File: config.mk
export PLATFORM = sky130hd
export DESIGN_NAME = extension_io_status_force
export DESIGN_NICKNAME = d
export VERILOG_FILES = /design/src/rtl/ext_io_pkg.sv /design/src/rtl/input_sync.sv /design/src/rtl/extension_io_status_force.sv
export SDC_FILE = /design/constraint.sdc
export NUM_CORES = 1
export LEC_CHECK = 0
export ABC_CLOCK_PERIOD_IN_PS = 3400
export BUFFER_PORTS_ARGS = -buffer_cell sky130_fd_sc_hd__buf_4
export CORE_MARGIN = 3
export CORE_UTILIZATION = 40
export DETAILED_ROUTE_END_ITERATION = 12
export PLACE_DENSITY = 0.75
export SLEW_MARGIN = 20
export SYNTH_ARGS = -nofsm -noshare
export SYNTH_HDL_FRONTEND = slang
export SYNTH_HIERARCHICAL = 1
export SYNTH_SLANG_ARGS = --single-unit
File: constraint.sdc
create_clock -name clk_sys -period 3.4 [get_ports clk_sys]
set_clock_uncertainty 0.2 [all_clocks]
set_input_delay 0.51 -clock clk_sys [delete_from_list [all_inputs] [get_ports clk_sys]]
set_output_delay 0.51 -clock clk_sys [all_outputs]
set_load 0.02 [all_outputs]
File: src/rtl/ext_io_pkg.sv
package ext_io_pkg;
	// ***********************************************
	// register map, byte addresses on the bus
	// ***********************************************
	localparam int ADDR_W = 5;
	localparam logic [ADDR_W-1:0] OFF_INPUT_STATE = 5'h00;
	localparam logic [ADDR_W-1:0] OFF_OUTPUT_STATE = 5'h04;
	localparam logic [ADDR_W-1:0] OFF_OVERRIDE_SELECT = 5'h08;
	localparam logic [ADDR_W-1:0] OFF_OVERRIDE_VALUE = 5'h0c;
	localparam logic [ADDR_W-1:0] OFF_RELAY_A_SOURCE = 5'h10;

	// ***********************************************
	// field positions and reset values
	// ***********************************************
	localparam int BIT_RELAY_A = 0;
	localparam int BIT_RELAY_B = 1;
	localparam int BIT_DIGITAL_OUT = 5;
	localparam logic [15:0] OVERRIDE_MASK = 16'h0023;
	localparam logic [15:0] RESET_OVERRIDE = 16'h0000;
	localparam logic [15:0] RESET_RELAY_A_SOURCE = 16'h0000;
	localparam int INPUT_COUNT = 6;

	// ***********************************************
	// relay a source codes
	// ***********************************************
	localparam logic [15:0] SRC_OFF = 16'h0000;
	localparam logic [15:0] SRC_ON = 16'h0001;
	localparam logic [15:0] SRC_READY_RUN = 16'h0002;
	localparam logic [15:0] SRC_ENABLED = 16'h0004;
	localparam logic [15:0] SRC_STARTED = 16'h0005;
	localparam logic [15:0] SRC_MAGNETIZED = 16'h0006;
	localparam logic [15:0] SRC_RUNNING = 16'h0007;
	localparam logic [15:0] SRC_READY_REF = 16'h0008;

	// bus answer states, one-hot
	typedef enum logic [1:0] {
		ST_IDLE = 2'b01,
		ST_ACK = 2'b10
	} bus_state_t;
endpackage

File: src/rtl/input_sync.sv
`timescale 1ns/1ns
`default_nettype none
module input_sync #(
	parameter int WIDTH = 6
) (
	input wire logic clk_sys,
	input wire logic rst,
	input wire logic [WIDTH-1:0] din,
	output logic [WIDTH-1:0] dout
);
	logic [WIDTH-1:0] s1;
	logic [WIDTH-1:0] s2;
	logic [WIDTH-1:0] s3;
	logic [WIDTH-1:0] next_dout;

	// a bit changes only once stages two and three agree
	always_comb begin
		next_dout = dout;
		for (int i = 0; i < WIDTH; i++) begin
			if (s2[i] == s3[i]) begin
				next_dout[i] = s3[i];
			end
		end
	end

	// s1 feeds only s2, never any logic
	always_ff @(posedge clk_sys) begin
		if (rst) begin
			s1 <= '0;
			s2 <= '0;
			s3 <= '0;
			dout <= '0;
		end else begin
			s1 <= din;
			s2 <= s1;
			s3 <= s2;
			dout <= next_dout;
		end
	end
endmodule // input_sync
`default_nettype wire

File: src/rtl/extension_io_status_force.sv
`timescale 1ns/1ns
`default_nettype none
// Contract
// - input status word carries the six inputs, first input in bit 0, rest in order.
// - output status word carries relay a, relay b in bits 0-1 and digital out in bit 5.
// - both status words are read-only and writes to them change nothing.
// - a set override-select bit drives its output to the matching override-value bit.
// - override-select bit 0 is relay a, bit 1 relay b, bit 5 digital out; others reserved.
// - reset clears override-select and override-value to zero.
// - an override-value bit has no effect unless its select bit is set.
// - override-value holds relay values in bits 0 and 1 and digital out value in bit 5.
// - relay a source code 0 keeps it off and code 1 keeps it on.
// - codes 2,4,5,6,7,8 route ready-run, enabled, started, magnetized, running, ready-ref.
module extension_io_status_force
	import ext_io_pkg::*;
#(
	parameter int INPUTS = ext_io_pkg::INPUT_COUNT
) (
	input wire logic clk_sys,
	input wire logic rst,
	input wire logic [ext_io_pkg::ADDR_W-1:0] address,
	input wire logic read,
	input wire logic write,
	input wire logic [31:0] writedata,
	input wire logic [3:0] byteenable,
	output logic [31:0] readdata,
	output logic waitrequest,
	input wire logic [INPUTS-1:0] ext_input_pins,
	input wire logic drive_ready_run,
	input wire logic drive_enabled,
	input wire logic drive_started,
	input wire logic drive_magnetized,
	input wire logic drive_running,
	input wire logic drive_ready_ref,
	input wire logic relay_b_source,
	input wire logic digital_out_source,
	output logic ext_relay_a,
	output logic ext_relay_b,
	output logic ext_digital_out
);
	import ext_io_pkg::*;

	// ***********************************************
	// declarations
	// ***********************************************
	bus_state_t bus_state;
	bus_state_t next_state;
	logic next_waitrequest;
	logic [31:0] next_readdata;
	logic [ADDR_W-1:0] held_addr;
	logic [ADDR_W-1:0] next_addr;
	logic held_write;
	logic next_wr;
	logic [15:0] override_select;
	logic [15:0] override_value;
	logic [15:0] relay_a_source_select;
	logic [15:0] next_select;
	logic [15:0] next_value;
	logic [15:0] next_source;
	logic [INPUTS-1:0] ext_input_state;
	logic [15:0] input_word;
	logic [15:0] output_word;
	logic normal_a;
	logic next_relay_a;
	logic next_relay_b;
	logic next_digital_out;
	logic commit;

	// byte-lane merge of a 16-bit register
	function automatic logic [15:0] merge16(
		input logic [15:0] old,
		input logic [31:0] wd,
		input logic [3:0] be
	);
		logic [15:0] r;
		r = old;
		if (be[0]) begin
			r[7:0] = wd[7:0];
		end
		if (be[1]) begin
			r[15:8] = wd[15:8];
		end
		return r;
	endfunction

	// ***********************************************
	// input pins
	// ***********************************************
	// pins are asynchronous to clk_sys
	input_sync #(
		.WIDTH(INPUTS)
	) u_in_sync (
		.clk_sys(clk_sys),
		.rst(rst),
		.din(ext_input_pins),
		.dout(ext_input_state)
	);

	// ***********************************************
	// status words
	// ***********************************************
	// status reflects what is really driven, not the request
	always_comb begin
		input_word = '0;
		input_word[INPUTS-1:0] = ext_input_state;
		output_word = '0;
		output_word[BIT_RELAY_A] = ext_relay_a;
		output_word[BIT_RELAY_B] = ext_relay_b;
		output_word[BIT_DIGITAL_OUT] = ext_digital_out;
	end

	// ***********************************************
	// bus slave
	// ***********************************************
	// one wait cycle: answer follows the first sampled request
	always_comb begin
		next_state = bus_state;
		next_waitrequest = waitrequest;
		next_readdata = readdata;
		next_addr = held_addr;
		next_wr = held_write;
		case (bus_state)
			ST_IDLE: begin
				if (read || write) begin
					next_state = ST_ACK;
					next_waitrequest = 1'b0;
					next_addr = address;
					next_wr = write;
					next_readdata = '0;
					if (read) begin
						case (address)
							OFF_INPUT_STATE: next_readdata = {16'h0000, input_word};
							OFF_OUTPUT_STATE: next_readdata = {16'h0000, output_word};
							OFF_OVERRIDE_SELECT: next_readdata = {16'h0000, override_select};
							OFF_OVERRIDE_VALUE: next_readdata = {16'h0000, override_value};
							OFF_RELAY_A_SOURCE: begin
								next_readdata = {16'h0000, relay_a_source_select};
							end
							default: next_readdata = '0; // unmapped reads zero
						endcase
					end
				end
			end
			ST_ACK: begin
				next_state = ST_IDLE;
				next_waitrequest = 1'b1;
			end
			default: begin
				next_state = ST_IDLE;
				next_waitrequest = 1'b1;
			end
		endcase
	end

	always_ff @(posedge clk_sys) begin
		if (rst) begin
			bus_state <= ST_IDLE;
			waitrequest <= 1'b1;
			readdata <= '0;
			held_addr <= '0;
			held_write <= 1'b0;
		end else begin
			bus_state <= next_state;
			waitrequest <= next_waitrequest;
			readdata <= next_readdata;
			held_addr <= next_addr;
			held_write <= next_wr;
		end
	end

	// ***********************************************
	// software registers
	// ***********************************************
	// a write lands on the edge where waitrequest is seen low
	assign commit = (bus_state == ST_ACK) && held_write;

	// status offsets and unmapped offsets fall through untouched
	always_comb begin
		next_select = override_select;
		next_value = override_value;
		next_source = relay_a_source_select;
		if (commit) begin
			case (held_addr)
				OFF_OVERRIDE_SELECT: begin
					next_select = merge16(override_select, writedata, byteenable)
						& OVERRIDE_MASK;
				end
				OFF_OVERRIDE_VALUE: begin
					next_value = merge16(override_value, writedata, byteenable)
						& OVERRIDE_MASK;
				end
				OFF_RELAY_A_SOURCE: begin
					next_source = merge16(relay_a_source_select, writedata,
						byteenable);
				end
				default: begin
					next_select = override_select;
				end
			endcase
		end
	end

	always_ff @(posedge clk_sys) begin
		if (rst) begin
			override_select <= RESET_OVERRIDE;
			override_value <= RESET_OVERRIDE;
			relay_a_source_select <= RESET_RELAY_A_SOURCE;
		end else begin
			override_select <= next_select;
			override_value <= next_value;
			relay_a_source_select <= next_source;
		end
	end

	// ***********************************************
	// output drive
	// ***********************************************
	// unlisted codes leave the relay de-energized, the safe side
	always_comb begin
		case (relay_a_source_select)
			SRC_OFF: normal_a = 1'b0;
			SRC_ON: normal_a = 1'b1;
			SRC_READY_RUN: normal_a = drive_ready_run;
			SRC_ENABLED: normal_a = drive_enabled;
			SRC_STARTED: normal_a = drive_started;
			SRC_MAGNETIZED: normal_a = drive_magnetized;
			SRC_RUNNING: normal_a = drive_running;
			SRC_READY_REF: normal_a = drive_ready_ref;
			default: normal_a = 1'b0;
		endcase
	end

	// override value counts only under its select bit
	always_comb begin
		next_relay_a = override_select[BIT_RELAY_A] ?
			override_value[BIT_RELAY_A] : normal_a;
		next_relay_b = override_select[BIT_RELAY_B] ?
			override_value[BIT_RELAY_B] : relay_b_source;
		next_digital_out = override_select[BIT_DIGITAL_OUT] ?
			override_value[BIT_DIGITAL_OUT] : digital_out_source;
	end

	always_ff @(posedge clk_sys) begin
		if (rst) begin
			ext_relay_a <= 1'b0;
			ext_relay_b <= 1'b0;
			ext_digital_out <= 1'b0;
		end else begin
			ext_relay_a <= next_relay_a;
			ext_relay_b <= next_relay_b;
			ext_digital_out <= next_digital_out;
		end
	end
endmodule // extension_io_status_force
`default_nettype wire

==> out/qor.yml <==
detailed_routing:
  drt-initial-drc-count: 94
  postRouteAntennaNets: 0
  dr.pass1.iters: 4
  via_per_inst: 4.78
  drc_errors: 0
  wl_per_cell_um: 13.3
  vias: 2136
  wirelength_um: 5930
timing:
  rsz0062_at_grt: "no"
  fin_crit_ps: 1910
  fin_crit_sh_pct: 56.3
  slew_headroom_pct: 50.8
  setup_viol: 0
  finalMaxSlewViolations: 0
  fmax_ghz: 0.522
  hold_viol: 0
  tns_ps: 0
  worstMarginPinSlew_ps: 737
synthesis:
  synthTopCellsByCount: "73 x dfxtp_1, 48 x nor2_1, 33 x mux2i_1"
  synthSimpleGateAreaFrac_pct: 19.2
  yosysWarnings: 6
  syn-cell-area_sq_mm: 0.00294
  ys_ff_latch: 73
  synth_compound_area_share_pct: 8.94
  synthMuxAreaShare_pct: 13.3
  synth_cell_types: 41
  synthCells: 289
  async_reset_ff_share_pct: 0
  synth_edf_count: 0
  yosysTopAreaCellShare_pct: 49.7
  yosys.area_share.adder_pct: 0
  synth_flop_cell: "dfxtp_1"
  yosysMostFrequentCell: "dfxtp_1"
  synth_top_area_cell: "dfxtp_1"
  synth_top_family_by_area: "simple AND/OR/NAND/NOR gates"
  synth_area_leaders: "dfxtp_1 50%, mux2i_1 11%, nor2_1 6.1%"
  synth-seq-area-share_pct: 49.7
  syn_avg_cell_area_sq_um: 10.2
  synth_xor_area_share_pct: 0
clock_network:
  postCtsSetupBuffers: 0
  clock_sinks: 73
  cts_tree: "done"
  cts_resized: 0
  root_buffer: "clkbuf_8"
  cts_max_path_buffers: 2
  cts-buffers-inserted: 9
  path_clk_slew_ps: 80
  ctsHoldBuffers: 0
  ctsHtreeMaxLevel: 3
  clock_latency_ps: 340
power_and_ir_drop:
  power_density_mw_per_mm2: 513
  ir_worst_vdd_mv: 0.295
  power.total_w: 0.00184
  cellLeakagePower_nw: 1.51
worst_setup_path:
  cp-start-kind: "register"
  criticalPathCategory: "reg2reg"
  crit-reg2reg-launch: "held_addr[1]"
  critPathBufInv: 0
  crit_arrival_ps: 1910
  max_stage_delay_ps: 630
  worst_path_max_delay_cell: "and4b_1"
  reg2reg_slack_ps: 1490
  path_cells: "nor3_1 > and4b_1 > mux2i_1 > nor2_1"
  r2r_end: "relay_a_source_select[1]"
  crit_family: "simple AND/OR/NAND/NOR gates"
  crit_required_ps: 3390
  r2r_cells: 4
  crit_start: "held_addr[1]"
  end_kind: "register"
  cp-endpoint: "relay_a_source_select[1]"
  crit_fanout: 8
  path_depth: 4
floorplan:
  rows: 30
  die_y_um: 91.7
  io_pins: 95
  design.die.area_sq_mm: 0.00841
  die_w_um: 91.7
  start_util_pct: 42.3
  core_area_sq_mm: 0.00694
grt:
  track_usage_pct: 14.9
  grt_max_degree: 75
  antenna_found_initial: 0
  grt_overflow: 0
  grt_first_pass_wirelength_um: 9900
  grt_pass1_vias: 2047
finish:
  fill_cells: 665
  area_delta_synth_final_pct: 21.8
  diodes: 0
  layout-drive-gt1-share_pct: 25.9
  nets: 405
run_status:
  status: "complete, no violations"
hold_path:
  hold-path-cell-count: 2
  hold_path.class: "in2reg"
flow_run:
  maxCapViolCount: 0
placed_design:
  gp_congestion: 0.760
  place.port_buffers: 60
  dp_hpwl_um: 4200
[layer usage]
layer / wire length, um / global-route usage (%) / up-vias
met5: 0 / 0 / -
met4: 70 / 6.68 / 0
met3: 381 / 3.94 / 9
met2: 2750 / 22.9 / 69
met1: 2730 / 19.6 / 970
li1: - / - / 1088
[kinds of logic after synthesis]
group	after synthesis
buf+inv	34
compound gates	41
mux	37
simple gates	103
flops	73
other cells	1
[worst min-delay path by stage]
stage | from | end | slack [ps]
floorplan | u_in_sync/s1[4] | u_in_sync/s2[4] | 210
global placement | u_in_sync/s1[5] | u_in_sync/s2[5] | 220
detailed placement | u_in_sync/s1[5] | u_in_sync/s2[5] | 220
CTS | ext_input_pins[5] | u_in_sync/s1[5] | 160
global route | ext_input_pins[1] | u_in_sync/s1[1] | 170
finish | ext_input_pins[5] | u_in_sync/s1[5] | 180
[sequential cells by signal, summed over array words and instances, names as in the netlist]
register / cells
u_in_sync/s3: 6
readdata: 16
held_write: 1
held_addr: 5
bus_state: 2
u_in_sync/s2: 6
ext_relay_b: 1
relay_a_source_select: 16
override_select: 3
ext_digital_out: 1
u_in_sync/dout: 6
u_in_sync/s1: 6
override_value: 3
ext_relay_a: 1
[cell usage in the layout (no fill, tap or decap), types with 2 or more instances in the layout]
cell type	synthesis	final
dfxtp_1	73	73
buf_4	16	61
nor2_1	48	48
mux2i_1	33	33
conb_1	1	16
a22oi_1	14	14
o21ai_0	10	10
clkbuf_8	0	10
nor2b_1	9	9
a21oi_1	9	9
nand2_1	9	9
nor2b_2	7	7
inv_1	4	4
nor3_1	4	4
and4b_1	4	4
and2b_1	4	4
nand3b_1	3	3
mux2_2	3	3
bufinv_16	0	3
or4_1	2	2
a221oi_1	2	2
nand4b_1	2	2
nor4_1	2	2
[stage by stage]
stage                     hold WS (ps)  setup WS, ps  cells  utilization [%]  instance area [sq um]
after floorplan                    211          1440    304                -                   3000
after detailed placement           218          1180    431             48.0                   3340
final                              178          1490    447             51.5                   3580
after CTS                          162          1480    447             51.5                   3580
after global placement             216          1200    431             48.0                   3340
after global routing               172          1340    447             51.5                   3580
[area by class of cell]
cell class	count	area, sq um	area share [%]
clock buffers	11	141	3.95
clock inverters	5	103	2.87
inverters	4	15.0	0.419
multi-input cells	197	1280	35.8
flip-flops and latches	73	1460	40.8
well taps	96	120	3.36
repair buffers	61	458	12.8
[power breakdown]
part | internal, W | switching (W) | leakage [nW]
clock | 0.000507 | 0.000307 | 0.120
combinational | 0.0000603 | 0.0000773 | 0.793
sequential | 0.000873 | 0.0000106 | 0.593
total | 0.00144 | 0.000395 | 1.51
Power figures use the tool's default switching activity.
